--- config.mk ---
export PLATFORM = sky130hd
export DESIGN_NAME = cfe_flag_unit
export DESIGN_NICKNAME = d
export VERILOG_FILES = /design/src/hdl/cfe_pkg.sv /design/src/hdl/cfe_flag_unit.sv
export SDC_FILE = /design/constraint.sdc
export NUM_CORES = 1
export LEC_CHECK = 0
export ABC_CLOCK_PERIOD_IN_PS = 4100
export BUFFER_PORTS_ARGS = -buffer_cell sky130_fd_sc_hd__buf_4
export CORE_ASPECT_RATIO = 1.1
export CORE_MARGIN = 2
export CORE_UTILIZATION = 35
export DETAILED_ROUTE_END_ITERATION = 10
export GPL_TIMING_DRIVEN = 0
export PLACE_DENSITY_LB_ADDON = 0.2
export SLEW_MARGIN = 20
export SYNTH_ARGS = -nofsm -noshare
export SYNTH_HDL_FRONTEND = slang
export SYNTH_SLANG_ARGS = --single-unit
export TNS_END_PERCENT = 10
--- constraint.sdc ---
create_clock -name core_clk -period 4.1 [get_ports core_clk]
set_input_delay 1.025 -clock core_clk [delete_from_list [all_inputs] [get_ports core_clk]]
set_output_delay 1.025 -clock core_clk [all_outputs]
set_load 0.005 [all_outputs]
--- src/hdl/cfe_pkg.sv ---
// Package for the CPU status-flag and condition-evaluation block.
// Assumes a single core clock and that the instruction sequencer drives all requests.
package cfe_pkg;

   // ------------------------------------------------------------------
   // Register map
   // ------------------------------------------------------------------
   localparam logic [7:0] CFE_ADDR_FLAGS    = 8'hD5; // Processor flags register.
   localparam logic [7:0] CFE_ADDR_PMODE    = 8'hF1; // Port mode, write-only.
   localparam logic [7:0] CFE_ADDR_P23_LO   = 8'hFC; // First of four port 2/3 mode registers.
   localparam logic [7:0] CFE_ADDR_P23_HI   = 8'hFF; // Last of four port 2/3 mode registers.
   localparam logic [7:0] CFE_ADDR_HS0      = 8'hF4; // Handshake 0 control, write-only.
   localparam logic [7:0] CFE_ADDR_HS1      = 8'hF5; // Handshake 1 control, write-only.
   localparam logic [7:0] CFE_ADDR_SYS_BASE = 8'hC0; // First non general-purpose register.
   localparam logic [7:0] CFE_ADDR_BANKED   = 8'hE0; // First banked mode/control register.
   localparam logic [7:0] CFE_WO_READ_VAL   = 8'hFF; // Value returned by a write-only read.
   localparam logic [7:0] CFE_FLAGS_RESET   = 8'h00; // Flag register after reset.

   // ------------------------------------------------------------------
   // Flag bit positions
   // ------------------------------------------------------------------
   localparam int CFE_BIT_C   = 7;
   localparam int CFE_BIT_Z   = 6;
   localparam int CFE_BIT_S   = 5;
   localparam int CFE_BIT_V   = 4;
   localparam int CFE_BIT_D   = 3;
   localparam int CFE_BIT_H   = 2;
   localparam int CFE_BIT_QSA = 1;
   localparam int CFE_BIT_RGS = 0;
   localparam int CFE_CC_LSB  = 4; // Condition field sits in bits 7..4.
   localparam int CFE_MSB     = 7;
   localparam int CFE_NIB_MSB = 3;

   // ------------------------------------------------------------------
   // Condition codes
   // ------------------------------------------------------------------
   localparam logic [3:0] CFE_CC_NEVER  = 4'h0;
   localparam logic [3:0] CFE_CC_LT     = 4'h1;
   localparam logic [3:0] CFE_CC_LE     = 4'h2;
   localparam logic [3:0] CFE_CC_ULE    = 4'h3;
   localparam logic [3:0] CFE_CC_OV     = 4'h4;
   localparam logic [3:0] CFE_CC_MI     = 4'h5;
   localparam logic [3:0] CFE_CC_Z      = 4'h6;
   localparam logic [3:0] CFE_CC_C      = 4'h7;
   localparam logic [3:0] CFE_CC_ALWAYS = 4'h8;
   localparam logic [3:0] CFE_CC_GE     = 4'h9;
   localparam logic [3:0] CFE_CC_GT     = 4'hA;
   localparam logic [3:0] CFE_CC_UGT    = 4'hB;
   localparam logic [3:0] CFE_CC_NOV    = 4'hC;
   localparam logic [3:0] CFE_CC_PL     = 4'hD;
   localparam logic [3:0] CFE_CC_NZ     = 4'hE;
   localparam logic [3:0] CFE_CC_NC     = 4'hF;

   // Operation classes reported by the sequencer at instruction end.
   typedef enum logic [4:0] {
      CFE_OP_NONE, CFE_OP_ADD, CFE_OP_ADC, CFE_OP_SUB, CFE_OP_SBC, CFE_OP_CMP,
      CFE_OP_LOGIC, CFE_OP_BITTEST, CFE_OP_ROTATE, CFE_OP_SHIFT, CFE_OP_BCD,
      CFE_OP_CARRY_SET, CFE_OP_CARRY_CLR, CFE_OP_CARRY_INV,
      CFE_OP_GROUP0, CFE_OP_GROUP1
   } cfe_op_t;

   // One operation request from the sequencer and arithmetic unit.
   typedef struct packed {
      logic       valid;     // One-cycle strobe at the end of the instruction.
      cfe_op_t    op;        // Operation class.
      logic [7:0] opa;       // Destination operand before the operation.
      logic [7:0] opb;       // Source operand.
      logic [7:0] result;    // Result for logic, bit-test, rotate, shift and BCD ops.
      logic       shift_out; // Bit moved out by rotate/shift, carry out of BCD correction.
   } cfe_req_t;

   // Register-file access from the sequencer.
   typedef struct packed {
      logic       wr;        // Write strobe.
      logic       rd;        // Read strobe.
      logic [7:0] addr;      // Register address.
      logic [7:0] wdata;     // Write data.
   } cfe_reg_t;

   // Whole state of the block.
   typedef struct packed {
      logic [7:0] flags;     // Live flag register.
      logic [7:0] saved;     // Flags captured at interrupt entry.
      logic [7:0] rdata;     // Registered read data.
      logic       rvalid;    // Read data valid.
      logic       dst_err;   // Refused flag-register write.
   } cfe_state_t;

endpackage

--- src/hdl/cfe_flag_unit.sv ---
// Status-flag register, interrupt save/restore and condition evaluation of the core.
// Assumes the sequencer strobes each finished instruction once and shares clock and reset.
//
// Operation
// - Carry set on carry or borrow past bit 7
// - Carry cleared when no carry nor borrow
// - Instructions set, clear and invert carry
// - Decimal flag set by subtract, cleared by add
// - Half-carry from bit 3 carry or borrow
// - Overflow when signed result leaves byte range
// - Logical operations always clear overflow
// - Sign flag equals result bit 7
// - Zero flag set exactly when result zero
// - Quick service flag set, cleared on return
// - Group select flag picks control bank
// - Interrupt return restores all flags but quick service
// - Flag-altering instruction cannot target flags
// - Port and handshake mode registers write-only
// - Count-down branch needs general-purpose register
// - Only carry, overflow, zero, sign testable
// - Condition field is instruction bits 7..4
// - Simple condition codes decode to single flags
// - Comparison codes decode to flag combinations
`timescale 1ns/1ps

module cfe_flag_unit
   import cfe_pkg::*;
(
   input  wire logic       core_clk,      // Core clock, 125 MHz.
   input  wire logic       resetn,        // Asynchronous reset, active low.
   input  wire cfe_req_t   req,           // Finished-instruction flag request.
   input  wire cfe_reg_t   reg_acc,       // Register-file access.
   input  wire logic       int_take,      // Interrupt entry strobe.
   input  wire logic       int_fast,      // Qualifies int_take as a fast interrupt.
   input  wire logic       service_ret,   // Interrupt return strobe.
   input  wire logic [7:0] instr,         // Conditional instruction byte.
   input  wire logic [7:0] count_reg,     // Register operand of the count-down branch.
   output logic [7:0]      flags,         // Flag register.
   output logic [7:0]      reg_rdata,     // Read data for a flag-unit read.
   output logic            reg_rvalid,    // Read data valid.
   output logic            reg_wr_err,    // Refused flag-register write.
   output logic            bank_sel,      // Active mode/control bank.
   output logic            banked_access, // Current access hits the banked area.
   output logic            cond_true,     // Condition of instr holds.
   output logic            count_reg_ok   // Count-down operand is legal.
);

   // ------------------------------------------------------------------
   // State
   // ------------------------------------------------------------------
   cfe_state_t st_q;   // Registered state.
   cfe_state_t st_d;   // Next state.

   // ------------------------------------------------------------------
   // Arithmetic flag generation
   // ------------------------------------------------------------------
   logic [8:0] sum9;     // Byte sum with carry out.
   logic [4:0] sum5;     // Low nibble sum with carry out.
   logic [8:0] dif9;     // Byte difference with borrow out.
   logic [4:0] dif5;     // Low nibble difference with borrow out.
   logic       cin;      // Carry input for add with carry.
   logic       bin;      // Borrow input for subtract with carry.
   logic       is_add;   // Operation is an addition.
   logic       is_sub;   // Operation is a subtraction or compare.
   logic       alters;   // Operation rewrites flags.
   logic [7:0] ares;     // Arithmetic result.

   // Carry in only applies to the with-carry forms.
   always_comb begin
      cin    = (req.op == CFE_OP_ADC) & st_q.flags[CFE_BIT_C];
      bin    = (req.op == CFE_OP_SBC) & st_q.flags[CFE_BIT_C];
      is_add = (req.op == CFE_OP_ADD) | (req.op == CFE_OP_ADC);
      is_sub = (req.op == CFE_OP_SUB) | (req.op == CFE_OP_SBC) | (req.op == CFE_OP_CMP);
      alters = req.valid & (req.op != CFE_OP_NONE);
      sum9   = {1'b0, req.opa} + {1'b0, req.opb} + {8'h00, cin};
      sum5   = {1'b0, req.opa[CFE_NIB_MSB:0]} + {1'b0, req.opb[CFE_NIB_MSB:0]} + {4'h0, cin};
      dif9   = {1'b0, req.opa} - {1'b0, req.opb} - {8'h00, bin};
      dif5   = {1'b0, req.opa[CFE_NIB_MSB:0]} - {1'b0, req.opb[CFE_NIB_MSB:0]} - {4'h0, bin};
      ares   = is_add ? sum9[7:0] : dif9[7:0];
   end

   // ------------------------------------------------------------------
   // Register decode
   // ------------------------------------------------------------------
   logic hit_flags;   // Access targets the flag register.
   logic hit_wo;      // Access targets a write-only mode register.

   // Port and handshake control registers are recognised only to answer reads.
   always_comb begin
      hit_flags = (reg_acc.addr == CFE_ADDR_FLAGS);
      hit_wo    = (reg_acc.addr == CFE_ADDR_PMODE) | (reg_acc.addr == CFE_ADDR_HS0) |
                  (reg_acc.addr == CFE_ADDR_HS1) |
                  ((reg_acc.addr >= CFE_ADDR_P23_LO) && (reg_acc.addr <= CFE_ADDR_P23_HI));
   end

   // ------------------------------------------------------------------
   // Next-state logic
   // ------------------------------------------------------------------
   // Priority, lowest to highest: register write, instruction flags,
   // interrupt entry, interrupt return. Entry and return never coincide
   // with an instruction end in a working sequencer, so the order only
   // defines what a faulty sequencer sees.
   always_comb begin
      logic [7:0] f;
      f = st_q.flags;
      st_d = st_q;
      st_d.rvalid  = 1'b0;
      st_d.dst_err = 1'b0;

      // A direct write is refused when the same instruction alters flags.
      if (reg_acc.wr && hit_flags) begin
         if (alters) begin
            st_d.dst_err = 1'b1;
         end else begin
            f = reg_acc.wdata;
         end
      end

      // Flag updates land at the end strobe; untouched bits keep their value.
      if (req.valid) begin
         case (req.op)
            CFE_OP_ADD, CFE_OP_ADC: begin
               f[CFE_BIT_C] = sum9[8];
               f[CFE_BIT_H] = sum5[4];
               f[CFE_BIT_D] = 1'b0;
               f[CFE_BIT_V] = (req.opa[CFE_MSB] == req.opb[CFE_MSB]) &
                              (ares[CFE_MSB] != req.opa[CFE_MSB]);
               f[CFE_BIT_S] = ares[CFE_MSB];
               f[CFE_BIT_Z] = (ares == 8'h00);
            end
            CFE_OP_SUB, CFE_OP_SBC: begin
               f[CFE_BIT_C] = dif9[8];
               f[CFE_BIT_H] = dif5[4];
               f[CFE_BIT_D] = 1'b1;
               f[CFE_BIT_V] = (req.opa[CFE_MSB] != req.opb[CFE_MSB]) &
                              (ares[CFE_MSB] != req.opa[CFE_MSB]);
               f[CFE_BIT_S] = ares[CFE_MSB];
               f[CFE_BIT_Z] = (ares == 8'h00);
            end
            CFE_OP_CMP: begin
               // Compare leaves the BCD flags alone since nothing is stored.
               f[CFE_BIT_C] = dif9[8];
               f[CFE_BIT_V] = (req.opa[CFE_MSB] != req.opb[CFE_MSB]) &
                              (ares[CFE_MSB] != req.opa[CFE_MSB]);
               f[CFE_BIT_S] = ares[CFE_MSB];
               f[CFE_BIT_Z] = (ares == 8'h00);
            end
            CFE_OP_LOGIC: begin
               f[CFE_BIT_V] = 1'b0;
               f[CFE_BIT_S] = req.result[CFE_MSB];
               f[CFE_BIT_Z] = (req.result == 8'h00);
            end
            CFE_OP_BITTEST: begin
               f[CFE_BIT_Z] = (req.result == 8'h00);
            end
            CFE_OP_ROTATE, CFE_OP_SHIFT: begin
               // A sign change across the shift is the signed overflow.
               f[CFE_BIT_C] = req.shift_out;
               f[CFE_BIT_V] = req.opa[CFE_MSB] ^ req.result[CFE_MSB];
               f[CFE_BIT_S] = req.result[CFE_MSB];
               f[CFE_BIT_Z] = (req.result == 8'h00);
            end
            CFE_OP_BCD: begin
               // Correction itself is done by the arithmetic unit from D and H.
               f[CFE_BIT_C] = req.shift_out;
               f[CFE_BIT_S] = req.result[CFE_MSB];
               f[CFE_BIT_Z] = (req.result == 8'h00);
            end
            CFE_OP_CARRY_SET: begin
               f[CFE_BIT_C] = 1'b1;
            end
            CFE_OP_CARRY_CLR: begin
               f[CFE_BIT_C] = 1'b0;
            end
            CFE_OP_CARRY_INV: begin
               f[CFE_BIT_C] = ~st_q.flags[CFE_BIT_C];
            end
            CFE_OP_GROUP0: begin
               f[CFE_BIT_RGS] = 1'b0;
            end
            CFE_OP_GROUP1: begin
               f[CFE_BIT_RGS] = 1'b1;
            end
            default: begin
               f = f;
            end
         endcase
      end

      // Interrupt entry saves the byte that will come back on return.
      if (int_take) begin
         st_d.saved = f;
         if (int_fast) begin
            f[CFE_BIT_QSA] = 1'b1;
         end
      end

      // Return brings back every bit but quick service, which it clears to end any fast service.
      if (service_ret) begin
         f = st_q.saved;
         f[CFE_BIT_QSA] = 1'b0;
      end

      st_d.flags = f;

      // Reads of write-only registers never expose their settings.
      if (reg_acc.rd && hit_flags) begin
         st_d.rdata  = st_q.flags;
         st_d.rvalid = 1'b1;
      end else if (reg_acc.rd && hit_wo) begin
         st_d.rdata  = CFE_WO_READ_VAL;
         st_d.rvalid = 1'b1;
      end
   end

   // ------------------------------------------------------------------
   // State register
   // ------------------------------------------------------------------
   // All state clears to constants, so flags are defined from reset.
   always_ff @(posedge core_clk or negedge resetn) begin
      if (!resetn) begin
         st_q.flags   <= CFE_FLAGS_RESET;
         st_q.saved   <= CFE_FLAGS_RESET;
         st_q.rdata   <= 8'h00;
         st_q.rvalid  <= 1'b0;
         st_q.dst_err <= 1'b0;
      end else begin
         st_q <= st_d;
      end
   end

   // ------------------------------------------------------------------
   // Condition evaluation
   // ------------------------------------------------------------------
   logic [3:0] cc;    // Condition field of the instruction.
   logic       fc;    // Carry.
   logic       fz;    // Zero.
   logic       fs;    // Sign.
   logic       fv;    // Overflow.

   // Only C, Z, S and V feed the decoder; H and D are never looked at.
   always_comb begin
      cc = instr[CFE_MSB:CFE_CC_LSB];
      fc = st_q.flags[CFE_BIT_C];
      fz = st_q.flags[CFE_BIT_Z];
      fs = st_q.flags[CFE_BIT_S];
      fv = st_q.flags[CFE_BIT_V];
      case (cc)
         CFE_CC_NEVER:  cond_true = 1'b0;
         CFE_CC_ALWAYS: cond_true = 1'b1;
         CFE_CC_C:      cond_true = fc;
         CFE_CC_NC:     cond_true = ~fc;
         CFE_CC_Z:      cond_true = fz;
         CFE_CC_NZ:     cond_true = ~fz;
         CFE_CC_MI:     cond_true = fs;
         CFE_CC_PL:     cond_true = ~fs;
         CFE_CC_OV:     cond_true = fv;
         CFE_CC_NOV:    cond_true = ~fv;
         CFE_CC_GE:     cond_true = ~(fs ^ fv);
         CFE_CC_LT:     cond_true = fs ^ fv;
         CFE_CC_GT:     cond_true = ~(fz | (fs ^ fv));
         CFE_CC_LE:     cond_true = fz | (fs ^ fv);
         CFE_CC_UGT:    cond_true = ~fc & ~fz;
         CFE_CC_ULE:    cond_true = fc | fz;
         default:       cond_true = 1'b0;
      endcase
   end

   // ------------------------------------------------------------------
   // Outputs
   // ------------------------------------------------------------------
   // Bank steering follows the registered flag, so a group change takes
   // effect on the access after the instruction that made it.
   assign flags         = st_q.flags;
   assign reg_rdata     = st_q.rdata;
   assign reg_rvalid    = st_q.rvalid;
   assign reg_wr_err    = st_q.dst_err;
   assign bank_sel      = st_q.flags[CFE_BIT_RGS];
   assign banked_access = (reg_acc.addr >= CFE_ADDR_BANKED);
   assign count_reg_ok  = (count_reg < CFE_ADDR_SYS_BASE);

endmodule

==> results.cfg <==
[sta]
slew_violations = 0
rsz0062_at_grt = no
worst_pin_slew_ns = 0.695
final.min_clock_period_ns = 3.90
timing.final.ws_setup_ns = 0.199
max_freq_ghz = 0.256
setup_viol = 0
max_slew_margin_pct = 53.6
period_share_pct = 95.1
skew_ns = 0.00788
final_hold_viol_count = 0

[worst_setup_path]
path_max_fanout = 10
worstSetupPathType = in2reg
cp_slowest_cell = fa_1
r2r-end = flags[6]
start_kind = input pin
critical_path.max_stage_delay_ns = 0.60
cp-end-kind = flip-flop
critPathRequiredTime_ns = 4.29
arrival_ns = 4.09
r2r_start = flags[7]
r2r_cells = 13
critPathMostFrequentCell = buf_4
regToRegSetupSlack_ns = 0.79
worstPathCellList = buf_4 -> buf_4 -> nor2_2 -> nand4_1 -> fa_1 -> inv_1 -> ha_1 -> or2_2 -> fa_2 -> nand2b_4 -> nand2_1 -> a21oi_1 -> xnor2_1 -> o2111a_1 -> a31oi_2 -> a31oi_1
worstSetupStartpoint = req[28]

[global_route]
grt_overflow = 0
grt_pass1_wl_mm = 10.8
use_met3_pct = 1.11
grt_max_degree = 26
grt_busiest_layer = met2
grt_usage_pct = 15.9
grt_use_met2_pct = 27.7
antenna_found_initial = 0
grt_pass1_vias = 2321
met1_usage_pct = 21.5

[die]
die_w_um = 87.4
fp.dieH_um = 95.8
rows = 33
start_util_pct = 36.1
dieArea_um2 = 8370
core-area_um2 = 7430
pin_count = 92

[yosys]
synth.area.top_cells = dfrtp_1 (23%), ha_1 (9.8%), buf_4 (4.8%), inv_1 (4.3%), nand2_1 (3.5%)
synthDistinctLibCells = 65
yosys_register_bits = 25
yosysSeqAreaShare_pct = 23.3
syn_inst = 321
async_reset_ff_share_pct = 100
synth_area_um2 = 2680
synth_edf_count = 0
yosysTopAreaCell = dfrtp_1
synth_nets = 416
syn_area_per_cell_um2 = 8.35
synth_top_area_share_pct = 23.3
synth_warnings = 0
synth-main-ff-cell = dfrtp_1

[detailed_routing]
vias_per_cell = 5.15
wl_mm = 6.55
drc = 0
drtAntennaViolNets = 0
first_pass_iters = 6
wl_per_cell_um = 13.4
vias = 2516
drtIter0Drc = 110

[power]
peakVddDrop_v = 0.000103
p_leak_nw = 1.65
p_per_area_nw_per_um2 = 273
p_total_uw = 943

[clock_tree]
postCtsHoldBufs = 0
numClockSinks = 25
clk_pin_slew_ns = 0.09
clockBufferDepth = 2
post_cts_buffers = 0
tritoncts = built
cts-root-buf = clkbuf_8
insertion_delay_ns = 0.27
cts_buffers = 3
cts_max_level = 1

[placed_design]
placed_area_um2 = 3380
pre_cts_slack_ns = -0.375
dp_hpwl_mm = 5.42
io_buffers = 79
gp_congestion = 0.781

[final_layout]
nFillCells = 772
regArea_um2 = 626
multi_input_area_um2 = 1800
finish.utilization_pct = 46.5
diodes = 0
stdcell_area_um2 = 3450
final_cell_mix = buf_4 (97), inv_1 (31), nand2_1 (25), dfrtp_1 (25), nor2_1 (24)
layout-drive-gt1-share_pct = 31.1
nets = 498
syn2layout_area_growth_pct = 28.9
final_common_cell = buf_4

[run]
drv_cap = 0

[worst_hold_path]
hold_depth = 2
hp-class = reg2reg
hold-path-endpoint = flags[0]
hold_start = st_q[10]

[status]
outcome = completed
-- routing by layer --
layer  wire length (um)  part of all wire, %  vias up
met5                  0                    0        -
met4                 30                 0.46        0
met3                231                  3.5        2
met2               3270                   50       51
met1               3020                   46     1160
li1                   -                    -     1303
-- state kept, by name (all words and copies together), names as in the netlist --
| signal | cells |
|---|---|
| flags | 8 |
| reg_rdata | 8 |
| reg_rvalid | 1 |
| reg_wr_err | 1 |
| st_q | 7 |
-- cell type report --
type / instances / area share, %
Multi-Input combinational cell: 241 / 52.2
Sequential cell: 25 / 18.1
Timing Repair Buffer: 79 / 17.2
Buffer: 22 / 4.60
Inverter: 31 / 3.37
Tap cell: 87 / 3.15
Clock buffer: 3 / 1.20
Clock inverter: 1 / 0.217
-- critical path: cells and delay by family --
family | cells | cell delay [ns]
fa+ha+maj | 3 | 1.13
buf+inv | 3 | 0.34
xor+xnor | 1 | 0.20
simple gates | 5 | 0.79
compound gates | 4 | 0.59
-- kinds of logic after synthesis --
| group | synth area share (%) |
|---|---|
| multiplexers | 4.15 |
| AND/OR/NAND/NOR | 22.1 |
| adder cells (fa/ha/maj) | 12.8 |
| XOR/XNOR | 5.51 |
| buffers and inverters | 10.4 |
| AO/OA/AOI/OAI | 21.7 |
| flip-flops | 23.3 |
-- Yosys cell counts, types with 8 or more instances --
cell type	instances
xor2_1	8
buf_4	17
ha_1	21
dfrtp_1	25
nand2_1	25
inv_1	31
a21oi_1	13
nand3_1	8
a31oi_1	9
nor2_1	25
o21ai_0	14
o22a_1	8
-- through the flow --
step	hold WS, ns	TNS (ns)	instances
after floorplan	0.452	0	321
after global placement	0.469	-1.86	487
after detailed placement	0.483	-2.36	487
after CTS	0.505	0	489
after global routing	0.535	0	489
final	0.500	0	489
-- worst max path at each step --
| stage | slack [ns] | end | depth (start not counted) |
|---|---|---|---|
| floorplan | 0.01 | flags[6] | 15 |
| global placement | -0.35 | flags[6] | 15 |
| detailed placement | -0.37 | flags[6] | 15 |
| CTS | 0.01 | flags[7] | 16 |
| global route | 0.006 | flags[5] | 13 |
| finish | 0.20 | flags[6] | 16 |
-- power by group --
part	total [mW]	switching (mW)	internal, mW
sequential	0.330	0.0343	0.295
combinational	0.464	0.202	0.262
clock	0.149	0.0801	0.0689
-- what timing repair did --
action                                  in CTS  in global routing
pin swaps                                    2                  4
hold endpoints to repair                     0                  0
endpoints found under the setup margin       6                  8
resized for setup                            1                  9
No activity file was read; power rests on OpenSTA's default activity.
